==> config.mk <==
export PLATFORM = sky130hd
export DESIGN_NAME = pstm_core
export DESIGN_NICKNAME = d
export VERILOG_FILES = /design/src/pstm_pkg.sv /design/src/pstm_core.sv
export SDC_FILE = /design/constraint.sdc
export NUM_CORES = 1
export LEC_CHECK = 0
export ABC_AREA = 1
export BUFFER_PORTS_ARGS = -buffer_cell sky130_fd_sc_hd__buf_4
export CORE_ASPECT_RATIO = 0.7
export CORE_MARGIN = 5
export CORE_UTILIZATION = 30
export DETAILED_ROUTE_END_ITERATION = 8
export PLACE_DENSITY = 0.48
export SLEW_MARGIN = 5
export SYNTH_ARGS = -nofsm -noshare
export SYNTH_HDL_FRONTEND = slang
export SYNTH_SLANG_ARGS = --single-unit
==> constraint.sdc <==
create_clock -name pclk -period 1.7 [get_ports pclk]
set_input_delay 0.17 -clock pclk [delete_from_list [all_inputs] [get_ports pclk]]
set_output_delay 0.17 -clock pclk [all_outputs]
set_load 0.02 [all_outputs]
==> src/pstm_pkg.sv <==
// Purpose: constants and types for the power-up strap and test-mode block
// Assumes: single clock domain on pclk
// Notes:   strap bit positions follow the option pin groups
package pstm_pkg;

   // ----------------------------------------------------------------
   // strap positions on the address and data lines
   // ----------------------------------------------------------------
   localparam int PSTM_VA_W        = 31;
   localparam int PSTM_VD_W        = 5;
   localparam int PSTM_TI_EN_BIT   = 12;
   localparam int PSTM_TI_LAS_BIT  = 11;
   localparam int PSTM_TI_VAS_HI   = 10;
   localparam int PSTM_TI_VAS_LO   = 9;
   localparam int PSTM_TI_BS_HI    = 8;
   localparam int PSTM_TI_BS_LO    = 5;
   localparam int PSTM_TI_BD_HI    = 4;
   localparam int PSTM_TI_BD_LO    = 1;
   localparam int PSTM_CSR_SP_BIT  = 0;

   // ----------------------------------------------------------------
   // register map
   // ----------------------------------------------------------------
   localparam logic [11:0] PSTM_ADDR_OPT   = 12'h000;
   localparam logic [11:0] PSTM_ADDR_IMG   = 12'h004;
   localparam logic [11:0] PSTM_ADDR_STAT  = 12'h008;
   localparam logic [11:0] PSTM_ADDR_DATA  = 12'h00C;
   localparam logic [11:0] PSTM_ADDR_ID    = 12'h010;
   localparam logic [31:0] PSTM_ID_VALUE   = 32'h00005A5A; // arbitrary value

   // ----------------------------------------------------------------
   // timing
   // ----------------------------------------------------------------
   localparam int PSTM_CAPTURE_CYC = 2;
   localparam int PSTM_LOAD_CYC    = 4;
   localparam int PSTM_CNT_W       = 3;
   localparam logic [PSTM_CNT_W-1:0] PSTM_CNT_ZERO = 3'h0;
   localparam logic [PSTM_CNT_W-1:0] PSTM_CNT_ONE  = 3'h1;

   // ----------------------------------------------------------------
   // default image fixed attributes
   // ----------------------------------------------------------------
   localparam logic [31:0] PSTM_TI_OFFSET  = 32'h00000000;
   localparam logic [1:0]  PSTM_TI_MAXW32  = 2'h2;
   localparam logic [3:0]  PSTM_TI_GRAN_SH = 4'hC;

   typedef enum logic [2:0] {
      PSTM_TM_NORMAL = 3'b000,
      PSTM_TM_ACCEL  = 3'b001,
      PSTM_TM_PLL    = 3'b010,
      PSTM_TM_SCAN   = 3'b011,
      PSTM_TM_NAND   = 3'b100,
      PSTM_TM_RAM    = 3'b101,
      PSTM_TM_HIZ    = 3'b110,
      PSTM_TM_RSVD   = 3'b111
   } pstm_tmode_t;

   typedef enum logic [1:0] {
      PSTM_ST_RESET   = 2'b00,
      PSTM_ST_CAPTURE = 2'b01,
      PSTM_ST_ENABLE  = 2'b10,
      PSTM_ST_RUN     = 2'b11
   } pstm_state_t;

   typedef struct packed {
      logic       en;
      logic       io_space;
      logic [1:0] vme_space;
      logic [3:0] base;
      logic [3:0] bound;
   } pstm_image_t;

   typedef struct packed {
      pstm_image_t image;
      logic        csr_first_io;
      logic [4:0]  data_opts;
   } pstm_opts_t;

endpackage
==> src/pstm_core.sv <==
// Purpose: strap capture, option load, bus width and test mode decode
// Assumes: strap, reset and test pins are asynchronous to pclk
// Notes:   pclk stands for both reference and PCI clocks here
// Notes on behaviour
// - strap enables default image, 256MB base/bound, mem or io, vme space
// - default image: zero offset, no posted writes, 32-bit non-block data
// - strap picks memory or io space for internal registers
// - sample 64-bit request pin each PCI reset; high means 32-bit
// - on 32-bit bus drive extension pins continuously
// - address bit 1 low: first base io, second memory
// - address bit 1 high: first base memory, second io
// - second space bit inverse of first, fixed until power-on
// - transceivers disabled during reset so straps float to pull level
// - capture straps within two clocks, enable transceivers one later
// - load options into registers clocks after all resets released
// - latch three test-mode inputs at reset and hold them
// - decode test-mode code into eight modes
// - nand tree: latch in power-on reset, fast timers, tristate outputs; code latches at any reset
// - high impedance: latch in power-on reset, tristate outputs; code latches at any reset
// - reference clock drives vme side; system clock out when controller
// - later resets restore power-on options; width and syscon resampled
`timescale 1ns/1ns
module pstm_core
   import pstm_pkg::*;
#(
   parameter int LOAD_CYC = PSTM_LOAD_CYC
) (
   input  wire logic                 pclk,
   input  wire logic                 presetn,
   input  wire logic                 clk_en,
   input  wire logic                 power_on_reset_n,
   input  wire logic                 vme_sys_reset_n,
   input  wire logic                 pci_reset_n,
   input  wire logic [PSTM_VA_W-1:0] vme_address_lines,
   input  wire logic [PSTM_VD_W-1:0] vme_data_lines,
   input  wire logic                 req64_n_in,
   input  wire logic                 syscon_strap_n,
   input  wire logic [2:0]           tmode_in,
   input  wire logic                 sysfail_req,
   input  wire logic                 psel,
   input  wire logic                 penable,
   input  wire logic                 pwrite,
   input  wire logic [11:0]          paddr,
   input  wire logic [31:0]          pwdata,
   output logic      [31:0]          prdata,
   output logic                      pready,
   output logic                      pslverr,
   output logic                      vme_transceiver_out_enable_n,
   output logic                      pci_csr_base_first,
   output logic                      pci_csr_base_second,
   output logic                      pci_64bit,
   output logic                      ext64_drive,
   output logic                      syscon_en,
   output logic                      vme_system_clock_out,
   output logic                      outputs_tristate,
   output logic                      timers_fast,
   output logic                      sysfail_driver_output,
   output pstm_image_t               image_cfg,
   output pstm_tmode_t               test_mode
);

   // ----------------------------------------------------------------
   // synchronisers
   // ----------------------------------------------------------------
   localparam int SW = PSTM_VA_W + PSTM_VD_W + 3 + 3 + 1;
   logic [SW-1:0] s1_r;
   logic [SW-1:0] s2_r;
   always_ff @(posedge pclk or negedge presetn) begin
      if (!presetn) begin
         s1_r <= '0;
         s2_r <= '0;
      end else if (clk_en) begin
         s1_r <= {vme_address_lines, vme_data_lines, power_on_reset_n,
                  vme_sys_reset_n, pci_reset_n, tmode_in, req64_n_in};
         s2_r <= s1_r;
      end
   end
   logic [PSTM_VA_W-1:0] va_s;
   logic [PSTM_VD_W-1:0] vd_s;
   logic                 por_n_s;
   logic                 sys_n_s;
   logic                 pci_n_s;
   logic [2:0]           tm_s;
   logic                 req64_s;
   assign {va_s, vd_s, por_n_s, sys_n_s, pci_n_s, tm_s, req64_s} = s2_r;

   logic syscon_s1_r;
   logic syscon_s2_r;
   always_ff @(posedge pclk or negedge presetn) begin
      if (!presetn) begin
         syscon_s1_r <= 1'b0;
         syscon_s2_r <= 1'b0;
      end else if (clk_en) begin
         syscon_s1_r <= syscon_strap_n;
         syscon_s2_r <= syscon_s1_r;
      end
   end

   logic any_rst;
   assign any_rst = !por_n_s || !sys_n_s || !pci_n_s;

   // ----------------------------------------------------------------
   // power-on sequencer
   // ----------------------------------------------------------------
   pstm_state_t state_r;
   always_ff @(posedge pclk or negedge presetn) begin
      if (!presetn) begin
         state_r <= PSTM_ST_RESET;
      end else if (clk_en) begin
         case (state_r)
            PSTM_ST_RESET:   if (por_n_s) state_r <= PSTM_ST_CAPTURE;
            PSTM_ST_CAPTURE: state_r <= PSTM_ST_ENABLE;
            PSTM_ST_ENABLE:  state_r <= PSTM_ST_RUN;
            PSTM_ST_RUN:     if (!por_n_s) state_r <= PSTM_ST_RESET;
            default:         state_r <= PSTM_ST_RESET;
         endcase
      end
   end

   // straps float while transceivers are off; reset holds them off
   always_ff @(posedge pclk or negedge presetn) begin
      if (!presetn) begin
         vme_transceiver_out_enable_n <= 1'b1;
      end else if (clk_en) begin
         vme_transceiver_out_enable_n <=
            !(state_r == PSTM_ST_ENABLE || state_r == PSTM_ST_RUN);
      end
   end

   // captured once per power-on; other resets leave it alone
   pstm_opts_t cap_r;
   always_ff @(posedge pclk or negedge presetn) begin
      if (!presetn) begin
         cap_r <= '0;
      end else if (clk_en && state_r == PSTM_ST_CAPTURE) begin
         cap_r.image.en        <= va_s[PSTM_TI_EN_BIT];
         cap_r.image.io_space  <= va_s[PSTM_TI_LAS_BIT];
         cap_r.image.vme_space <= va_s[PSTM_TI_VAS_HI:PSTM_TI_VAS_LO];
         cap_r.image.base      <= va_s[PSTM_TI_BS_HI:PSTM_TI_BS_LO];
         cap_r.image.bound     <= va_s[PSTM_TI_BD_HI:PSTM_TI_BD_LO];
         cap_r.csr_first_io    <= !va_s[PSTM_CSR_SP_BIT];
         cap_r.data_opts       <= vd_s;
      end
   end

   // ----------------------------------------------------------------
   // load into configuration registers after all resets clear
   // ----------------------------------------------------------------
   logic [PSTM_CNT_W-1:0] load_cnt_r;
   logic                  loaded_r;
   always_ff @(posedge pclk or negedge presetn) begin
      if (!presetn) begin
         load_cnt_r <= PSTM_CNT_ZERO;
         loaded_r   <= 1'b0;
      end else if (clk_en) begin
         if (any_rst || state_r != PSTM_ST_RUN) begin
            load_cnt_r <= PSTM_CNT_ZERO;
            loaded_r   <= 1'b0;
         end else if (!loaded_r) begin
            if (load_cnt_r == PSTM_CNT_W'(LOAD_CYC - 1)) begin
               loaded_r <= 1'b1;
            end
            load_cnt_r <= load_cnt_r + PSTM_CNT_ONE;
         end
      end
   end

   logic load_pulse;
   assign load_pulse = clk_en && state_r == PSTM_ST_RUN && !any_rst
                       && !loaded_r && load_cnt_r == PSTM_CNT_W'(LOAD_CYC - 1);

   pstm_opts_t cfg_r;
   logic       img_en_sw_r;
   always_ff @(posedge pclk or negedge presetn) begin
      if (!presetn) begin
         cfg_r <= '0;
      end else if (load_pulse) begin
         cfg_r <= cap_r;
      end
   end

   // ----------------------------------------------------------------
   // bus width resampled on each PCI reset, system controller on each VME system reset
   // ----------------------------------------------------------------
   always_ff @(posedge pclk or negedge presetn) begin
      if (!presetn) begin
         pci_64bit <= 1'b0;
      end else if (clk_en && !pci_n_s) begin
         pci_64bit <= !req64_s;
      end
   end
   assign ext64_drive = !pci_64bit;

   always_ff @(posedge pclk or negedge presetn) begin
      if (!presetn) begin
         syscon_en <= 1'b0;
      end else if (clk_en && !sys_n_s) begin
         syscon_en <= !syscon_s2_r;
      end
   end

   // system clock out is the reference divided by two
   always_ff @(posedge pclk or negedge presetn) begin
      if (!presetn) begin
         vme_system_clock_out <= 1'b0;
      end else if (clk_en) begin
         vme_system_clock_out <= syscon_en && !vme_system_clock_out;
      end
   end

   // ----------------------------------------------------------------
   // test mode latch
   // ----------------------------------------------------------------
   pstm_tmode_t tm_r;
   always_ff @(posedge pclk or negedge presetn) begin
      if (!presetn) begin
         tm_r <= PSTM_TM_NORMAL;
      end else if (clk_en && any_rst) begin
         tm_r <= pstm_tmode_t'(tm_s);
      end
   end
   assign test_mode = tm_r;

   always_comb begin
      outputs_tristate = 1'b0;
      timers_fast      = 1'b0;
      case (tm_r)
         PSTM_TM_ACCEL:  timers_fast = 1'b1;
         PSTM_TM_NAND: begin
            timers_fast      = 1'b1;
            outputs_tristate = 1'b1;
         end
         PSTM_TM_HIZ:    outputs_tristate = 1'b1;
         default:        outputs_tristate = 1'b0;
      endcase
   end

   // sysfail stays live in every mode so a failed board is still seen
   always_ff @(posedge pclk or negedge presetn) begin
      if (!presetn) begin
         sysfail_driver_output <= 1'b0;
      end else if (clk_en) begin
         sysfail_driver_output <= sysfail_req;
      end
   end

   // ----------------------------------------------------------------
   // configuration outputs
   // ----------------------------------------------------------------
   assign pci_csr_base_first  = cfg_r.csr_first_io;
   assign pci_csr_base_second = !cfg_r.csr_first_io;
   always_comb begin
      image_cfg    = cfg_r.image;
      image_cfg.en = cfg_r.image.en & img_en_sw_r;
   end

   // ----------------------------------------------------------------
   // apb slave, zero wait states
   // ----------------------------------------------------------------
   logic wr_en;
   assign wr_en   = clk_en && psel && penable && pwrite;
   assign pready  = 1'b1;
   assign pslverr = 1'b0;

   always_ff @(posedge pclk or negedge presetn) begin
      if (!presetn) begin
         img_en_sw_r <= 1'b1;
      end else if (load_pulse) begin
         img_en_sw_r <= 1'b1;
      end else if (wr_en && paddr == PSTM_ADDR_IMG) begin
         img_en_sw_r <= pwdata[0];
      end
   end

   always_ff @(posedge pclk or negedge presetn) begin
      if (!presetn) begin
         prdata <= 32'h00000000;
      end else if (clk_en && psel && !penable && !pwrite) begin
         case (paddr)
            PSTM_ADDR_OPT:  prdata <= {14'h0000, cfg_r};
            PSTM_ADDR_IMG:  prdata <= {PSTM_TI_OFFSET[31:21],
                                       PSTM_TI_GRAN_SH, PSTM_TI_MAXW32,
                                       1'b0, 1'b0, 1'b0,
                                       image_cfg.base, image_cfg.bound,
                                       image_cfg.vme_space,
                                       image_cfg.io_space, image_cfg.en};
            PSTM_ADDR_STAT: prdata <= {20'h00000, state_r, loaded_r,
                                       pci_64bit, syscon_en,
                                       outputs_tristate, timers_fast, 1'b0,
                                       tm_r, img_en_sw_r};
            PSTM_ADDR_DATA: prdata <= {27'h0000000, cap_r.data_opts};
            PSTM_ADDR_ID:   prdata <= PSTM_ID_VALUE;
            default:        prdata <= 32'h00000000;
         endcase
      end
   end
endmodule // pstm_core

Word level (Yosys, flattened, before mapping). Cells that the tools add are included.

Register bits after elaboration: 135.

Eq/ne operators: 15. Mux-type cells: 13. Bitwise operators: 1. Reductions and logical operators: 40. $add $sub $neg: 1.

Operators with widths (count): $pmux 21 s5 (1); $eq 12x4->1 const B (2); $logic_and 1x1->1 (15); $logic_not 1->1 (14); $eq 12x3->1 const B (1); $eq 12x5->1 const B (1); $logic_not 12->1 (1); $pmux 2 s4 (1); $mux 1 (7); $eq 3x3->1 const B (2); $mux 3 (2); $ne 2x2->1 const B (3); $eq 2x2->1 const B (2); $logic_or 1x1->1 (4); $mux 2 (2); $reduce_or 2->1 (2); $add 3x1->3 const B (1); $eq 3x1->1 const B (1); $eq 3x2->1 const B (1); $reduce_and 3->1 (1); $eq 2x1->1 const B (1); $logic_not 2->1 (1); $ne 2x1->1 const B (1); $reduce_and 2->1 (1); 2 further kinds (2).

Longest topological paths before layout. Gate-level depths: netlist (run 1).

Depth after elaboration: 8. Mapped depth: 10. Gate-level depth less buffers: 10.

Least setup slack after synthesis (run 1). Ideal clock, no wire load.

Path type: register to register. Start point: register tm_r[0] (netlist: test_mode[0]). End point: register prdata[5]. Stages on the path, launching flop included: 10. Path buffers: 0. Data arrival time: 1421 ps. Setup time: 65 ps. Period minus slack after synthesis: 1486 ps. Required time: 1635 ps. Path slack: 214 ps. Cell sequence: dfrtp_1 inv_1 nand2_1 inv_1 nor2_1 nor2_1 nand2_1 nand3_1 nand2_1 nand2_1.

Word-level cells in the longest chain between the ends: 4.

Ends and longest elaborated chain: from (decl) (line pstm_core.sv:214) `pstm_tmode_t tm_r;`; from (signal assigned) (line pstm_core.sv:219) `tm_r <= pstm_tmode_t'(tm_s);`; $eq 3x3->1 or $eq 3x1->1 (tied branches) (line pstm_core.sv:227) `case (tm_r)`; $reduce_or 2->1 (no source line) (*); $mux 1 (*) (line pstm_core.sv:227); net timers_fast (line pstm_core.sv:56) `output logic timers_fast,`; $pmux 21 s5 (*) (line pstm_core.sv:279) `case (paddr)`; to (signal assigned) (line pstm_core.sv:280) `PSTM_ADDR_OPT: prdata <= {14'h0000, cfg_r};`; to (signal assigned) (line pstm_core.sv:281) `PSTM_ADDR_IMG: prdata <= {PSTM_TI_OFFSET[31:21],`; to (signal assigned) (line pstm_core.sv:287) `PSTM_ADDR_STAT: prdata <= {20'h00000, state_r, loaded_r,`; to (decl) (line pstm_core.sv:45) `output logic [31:0] prdata,`.

Mark *: on every way through the listed nets, which the timed path passes. The rest lies on a longest branch. A chain may end at the register's enable or synchronous reset.

Worst setup path after layout (run 1).
Start point: register tm_r[0] (netlist: test_mode[0]). End point: output port timers_fast.

Word-level cells in the longest chain between the ends: 3.

Ends and longest elaborated chain (line): $eq 3x3->1 or $eq 3x1->1 (tied branches) (pstm_core.sv:227); $reduce_or 2->1 (no source line) (*); $mux 1 (*) (pstm_core.sv:227); to (decl) (pstm_core.sv:56).

Every way passes the cells marked *; elsewhere a longest branch is shown, timed or not.

==> metrics.txt, run 1 <==
Slew headroom=65.5%; HP Class=input pin to flip-flop; Via Count=4475; Routed Antenna Nets=0; number of remaining DRC errors=0; Die Span X=173 um; clock share of power=43.5%; largest net degree at the start of global routing=59; Fin Hold WS=47.7 ps; final setup margin=99.8 ps; fin crit period=1600 ps; Worst-Skew Late Latency=400 ps; DP Wirelength=10200 um; Power Density=1130 nW/um^2; clk_skew=10.6 ps; area leader, netlist=dfrtp_1; worst vdd ir=0.638 mV; switching power=2.12 mW; Critical Path AT=1430 ps; n_diodes=0; drt first-iter violations=197; fraction of layout cells with a size suffix above 1=20.0%; share of power burned in registers=43.1%; synthesized instance count=674; clk sinks=122; Detailed Route WL=14000 um; layout overhead on the synthesized area=30.5%; Worst EP required=1530 ps; CTS buffer count=17; Critical Path End Type=primary output; metal3 WL=640 um; warnings from Yosys=0; Clock transition at path regs=50 ps; DRT met1 WL=7470 um; mapped cell area=5580 um^2; GRT Total Usage=13.6%; sequential share of the synthesized area=54.8%; number of synthesized flops with an enable pin=0; Congestion Overflow GR=0; synthesized area per cell=8.27 um^2; Initial Utilization=30.7%; crit-path max cell delay=400 ps; Max Freq=0.625 GHz; Sw Ratio=25.9%; Core Rows=41; routed len/inst=13.5 um; synth top area cells=dfrtp_1, nand2_1, o21ai_0; share of flip-flops with an asynchronous set or reset=100%; cell-internal power=6.06 mW; max layer used=met4; core area=18200 um^2; clock tree buffer depth=2; run status=finished, final reports clean; CP bufs+invs=3; final period utilization=94.1%; Vias per Instance=4.32; antenna violations before repair=0; critical-path cell list=inv_1 > nand2_1 > inv_2 > nor2_1 > nor2_2 > buf_4; Final Max Slew Viols=0; met2 wire length=5830 um; P_leak=3.85 nW; vias in the first global route=4503; worst-path fanout max=3; final setup violation count=0; nets@finish=888; Initial DRT Pass Iterations=6; Comb pwr share=13.3%; first-pass GRT wire length=23300 um; slowest CP cell=dfrtp_1; Hold Fails Final Rpt=0; RSZ-0062 raised after global routing=false; Yosys cell types=28; top-count cell post-synth=nand2_1; Top delay family on crit path=flip-flops; Yosys reg bits=122; RD Place Congestion=0.847; top-level I/O count=154; worst slew pin tran=518 ps; pre-CTS setup slack=165 ps; CTS tree=yes; CTS HTree Levels=4; Buffers on Ports=90; top post-synthesis cells by count=nand2_1, dfrtp_1, o21ai_0; Die Span Y=124 um; commonest register cell after synthesis=dfrtp_1; Fin Setup TNS=0 ps; Fillers=1862; post-synth top area share=53.9%; number of max-cap violations=0; Root Driver=clkbuf_16; critical path class=flip-flop to primary output; Critical Path Start Type=flip-flop; Die ar.=21500 um^2
-- cell usage in the layout (no fill, tap or decap), types with 7 or more instances in the layout --
cell type        n
nand2_1        292
dfrtp_1        120
buf_4          101
o21ai_0         54
inv_1           47
nand3_1         35
dlygate4sd3_1   28
nor2_1          19
clkbuf_16       17
conb_1          14
inv_2            7
nand4_1          7
ha_1             7
-- cell type report --
class,count,area [um^2],share of cell area (%)
Clock buffer,25,505,6.95
Clock inverter,7,87.6,1.20
Inverter,55,208,2.86
Multi-Input combinational cell,459,2040,28.1
Sequential cell,122,3060,42.0
Tap cell,236,295,4.06
Timing Repair Buffer,131,1080,14.8
-- power by group through the flow --
stage	sequential [mW]	clock [mW]	combinational, mW
global placement	3.58	0	1.02
finish	3.53	3.56	1.09
floorplan	3.53	0	0.586
CTS	3.53	3.67	1.11
global route	3.57	3.81	1.25
detailed placement	3.58	0	1.05
-- metal layers --
layer  up-vias  GRT usage [%]
li1       2297              -
met1      2058           20.1
met2       111           19.7
met3         9           3.82
met4         0           3.44
met5         -              0
-- final timing paths --
| check | depth (start not counted) | slack [ps] | end | start |
|---|---|---|---|---|
| hold reg to reg | 2 | 470 | s1_r[5]$_DFFE_PN0P_ | s1_r[5]$_DFFE_PN0P_ |
| hold / removal | 3 | 50 | img_en_sw_r$_DFFE_PN1P_ | pwdata[0] |
| min in group asynchronous | 2 | 270 | prdata[0]$_DFFE_PN0P_ | presetn |
| setup reg to reg | 7 | 170 | image_cfg[9]$_DFFE_PN0P_ | state_r[0]$_DFFE_PN0P_ |
| max in group asynchronous | 3 | 740 | cap_r[13]$_DFFE_PN0P_ | presetn |
| setup / recovery | 6 | 100 | timers_fast | test_mode[0]$_DFFE_PN0P_ |
-- cells by family after synthesis --
logic type	after synthesis	synth area share (%)
AO/OA/AOI/OAI	67	6.15
adder cells (fa/ha/maj)	7	1.57
buffers and inverters	105	9.40
flip-flops	122	54.8
other	2	0.135
AND/OR/NAND/NOR	371	27.9
-- what timing repair did --
item / 4_1_cts / 5_1_grt
resized for setup: 1 / 2
setup buffers: 0 / 1
pin swaps: 0 / 1
endpoints found under the setup margin: 1 / 2
hold buffers: 28 / 0
endpoints found under the hold margin: 55 / 0
-- sequential cells by signal, summed over array words and instances, names as in the netlist, 2 cells and up --
signal,count
cap_r,18
cfg_r,6
image_cfg,11
s2_r,25
state_r,2
s1_r,25
prdata,19
load_cnt_r,3
test_mode,3
-- metrics by stage --
stage | total power, mW | instance area (um^2) | std cells | util (%)
final | 8.19 | 7270 | 1035 | 40.1
after global routing | 8.63 | 7270 | 1035 | 40.1
after CTS | 8.31 | 7260 | 1034 | 40.0
after detailed placement | 4.63 | 6390 | 974 | 35.2
after global placement | 4.60 | 6390 | 974 | 35.2
after floorplan | 4.11 | 5620 | 686 | -
-- worst register-to-register path, stage by stage, from the launching register on --
cell	delay, ps
dfrtp_1	410
ha_1	260
nand4_1	120
inv_1	80
nand4_2	80
clkinv_2	240
nand2_1	160
nand2_1	60
Power figures use the tool's default switching activity.
==> run 2, diff against run 1 <==
--- a/config.mk
+++ b/config.mk
@@ -5,7 +5,6 @@
 export SDC_FILE = /design/constraint.sdc
 export NUM_CORES = 1
 export LEC_CHECK = 0
-export ABC_AREA = 1
 export BUFFER_PORTS_ARGS = -buffer_cell sky130_fd_sc_hd__buf_4
 export CORE_ASPECT_RATIO = 0.7
 export CORE_MARGIN = 5
==> run 2 against run 1 <==
Net effect: final area about the same; sequential cell count is the same; clock-buffer cell count fell by 7.
==> metrics.txt, run 2 <==
number of remaining DRC errors=0; CTS HTree Levels=4; layout overhead on the synthesized area=35.7%; antenna violations before repair=0; Slew headroom=58.3%; RD Place Congestion=0.804; Root Driver=clkbuf_16; area leader, netlist=dfrtp_1; switching power=2.26 mW; Seq. cell area=3060 um^2; Die Span X=170 um; share of power burned in registers=41.1%; drt first-iter violations=188; Hold Fails Final Rpt=0; n_diodes=0; Reg2Reg Depth=6; critical path class=flip-flop to flip-flop; Total Power=8.93 mW; final setup margin=0.807 ps; Worst EP required=1990 ps; top post-synthesis cells by count=dfrtp_1, mux2_2, nand2_1; vias in the first global route=3912; sequential share of the synthesized area=57.0%; Die Span Y=122 um; Worst-Skew Late Latency=410 ps; mapped cell area=5360 um^2; number of synthesized flops with an enable pin=0; synthesized area per cell=12.7 um^2; post-synth top area share=56.0%; largest net degree at the start of global routing=43; Routed Antenna Nets=0; worst vdd ir=0.560 mV; clock tree buffer depth=2; P_leak=3.36 nW; Vias per Instance=4.56; post-CTS setup buffers=0; Fillers=1635; clk_skew=6.87 ps; slowest CP cell=dfrtp_1; final period utilization=100%; Comb pwr share=16.9%; top-level I/O count=154; worst hold stages=2; final non-filler cell total=801; CTS tree=yes; Placed Cells=743; synth top area cells=dfrtp_1, mux2_2, buf_4; commonest register cell after synthesis=dfrtp_1; warnings from Yosys=0; cell-internal power=6.67 mW; commonest non-fill, non-tap cell in the layout=dfrtp_1; critical-path cell list=ha_2 > nand4_1 > nand3b_1 > nor2_4 > buf_12 > mux2_2; Detailed Route WL=13100 um; GRT Total Usage=13.2%; Power Density=1230 nW/um^2; Initial Utilization=30.9%; final setup violation count=0; most frequent cells in the layout=dfrtp_1, buf_4, mux2_2; Yosys cell types=44; nets@finish=661; CTS buffer count=17; Critical Path Start Type=flip-flop; Critical Path AT=1990 ps; max layer used=met4; Via Count=3650; metal3 WL=830 um; RSZ-0062 raised after global routing=true; Multi-input gate area=2040 um^2; Core Rows=40; met2 wire length=5770 um; core area=17400 um^2; Largest regs=s1_r (25), s2_r (25), prdata (19); clock share of power=42.0%; fin crit period=1700 ps; Max Freq=0.589 GHz; Buffers on Ports=90; pre-CTS setup slack=-37.5 ps; Sw Ratio=25.3%; top-count cell post-synth=dfrtp_1; Clock transition at path regs=50 ps; clk sinks=122; Critical Path End Type=flip-flop; worst slew pin tran=626 ps; first-pass GRT wire length=21000 um; Initial DRT Pass Iterations=4; fraction of layout cells with a size suffix above 1=44.4%; number of max-cap violations=0; HP Class=input pin to flip-flop; Congestion Overflow GR=0; synthesized instance count=423; routed len/inst=16.4 um; crit-path max cell delay=350 ps; Yosys reg bits=122; run status=finished, final reports clean; share of flip-flops with an asynchronous set or reset=100%; DRT met1 WL=6420 um; Die ar.=20700 um^2; Fin Hold WS=101 ps; DP Wirelength=9600 um; Final Max Slew Viols=0; worst-path fanout max=15
-- run 2: cell types whose count changed in the layout (fill, tap and decap cells not counted), moves of 7 or more --
cell     change
o21ai_0     -25
nor2_1       -8
inv_2        -7
mux2i_1      +8
buf_4       +15
nand2_1    -257
inv_1       -35
mux2_2      +92
nand3_1     -31
-- run 2: worst max-delay path, delay by kind of cell, from the launching register on --
family	cells	cell delay, ps
buffers and inverters	1	170
flip-flops	1	350
AND/OR/NAND/NOR	3	520
multiplexers	1	340
adder cells (fa/ha/maj)	1	190
-- run 2: power by group through the flow --
| stage | sequential [mW] | clock [mW] | combinational, mW |
|---|---|---|---|
| 3_3_place_gp | 3.71 | 0 | 1.43 |
| 6_report | 3.67 | 3.75 | 1.51 |
| 4_1_cts | 3.68 | 3.84 | 1.53 |
| 2_1_floorplan | 3.68 | 0 | 0.865 |
| 5_1_grt | 3.73 | 3.96 | 1.67 |
| 3_5_place_dp | 3.73 | 0 | 1.47 |
-- run 2: worst paths after layout --
path                                        startpoint                                       end  slack, ps
worst max-delay path            state_r[0]$_DFFE_PN0P_                  image_cfg[9]$_DFFE_PN0P_        0.8
worst min-delay path                            clk_en                      s2_r[23]$_DFFE_PN0P_        100
worst max register to register  state_r[0]$_DFFE_PN0P_                  image_cfg[9]$_DFFE_PN0P_        0.8
worst min register to register    s2_r[12]$_DFFE_PN0P_                      cap_r[5]$_DFFE_PN0P_        460
max in group asynchronous                      presetn  vme_transceiver_out_enable_n$_DFFE_PN1P_        720
min in group asynchronous                      presetn                       s2_r[8]$_DFFE_PN0P_        340
-- run 2: metal layers --
layer	GRT usage [%]	vias to the layer above
met2	19.4	95
met4	3.57	0
met5	0	-
met1	18.8	1829
li1	-	1718
met3	3.96	8
-- run 2: what timing repair did --
action / in CTS / in global routing
gates cloned: 0 / 0
setup endpoints to repair: 16 / 18
pin swaps: 1 / 0
endpoints found under the hold margin: 58 / 0
hold buffers: 28 / 0
gates resized for setup: 0 / 2
-- run 2: kinds of logic (layout without fill, tap and decap cells) --
kind of cell	Yosys count	in the layout	synth area share [%]
multiplexers	102	102	21.4
adder cells (fa/ha/maj)	7	7	1.63
AND/OR/NAND/NOR	80	80	8.03
flip-flops	122	122	57.0
other	2	14	0.140
XOR/XNOR	1	1	0.163
AO/OA/AOI/OAI	54	54	5.76
buffers and inverters	55	190	5.86
-- run 2: cell type report --
cell class                      count  share of cell area [%]
Tap cell                          231                    3.97
Timing Repair Buffer              148                    16.9
Sequential cell                   122                    42.0
Inverter                           12                   0.619
Clock buffer                       18                    6.03
Clock inverter                     12                    2.41
Multi-Input combinational cell    258                    28.1
-- run 2: stage by stage --
| stage | utilization (%) | instance area [um^2] | TNS [ps] |
|---|---|---|---|
| floorplan | - | 5410 | -746 |
| global placement | 36.7 | 6380 | 0 |
| detailed placement | 36.7 | 6380 | -338 |
| CTS | 41.9 | 7270 | -209 |
| global route | 41.9 | 7280 | -925 |
| finish | 41.9 | 7280 | 0 |
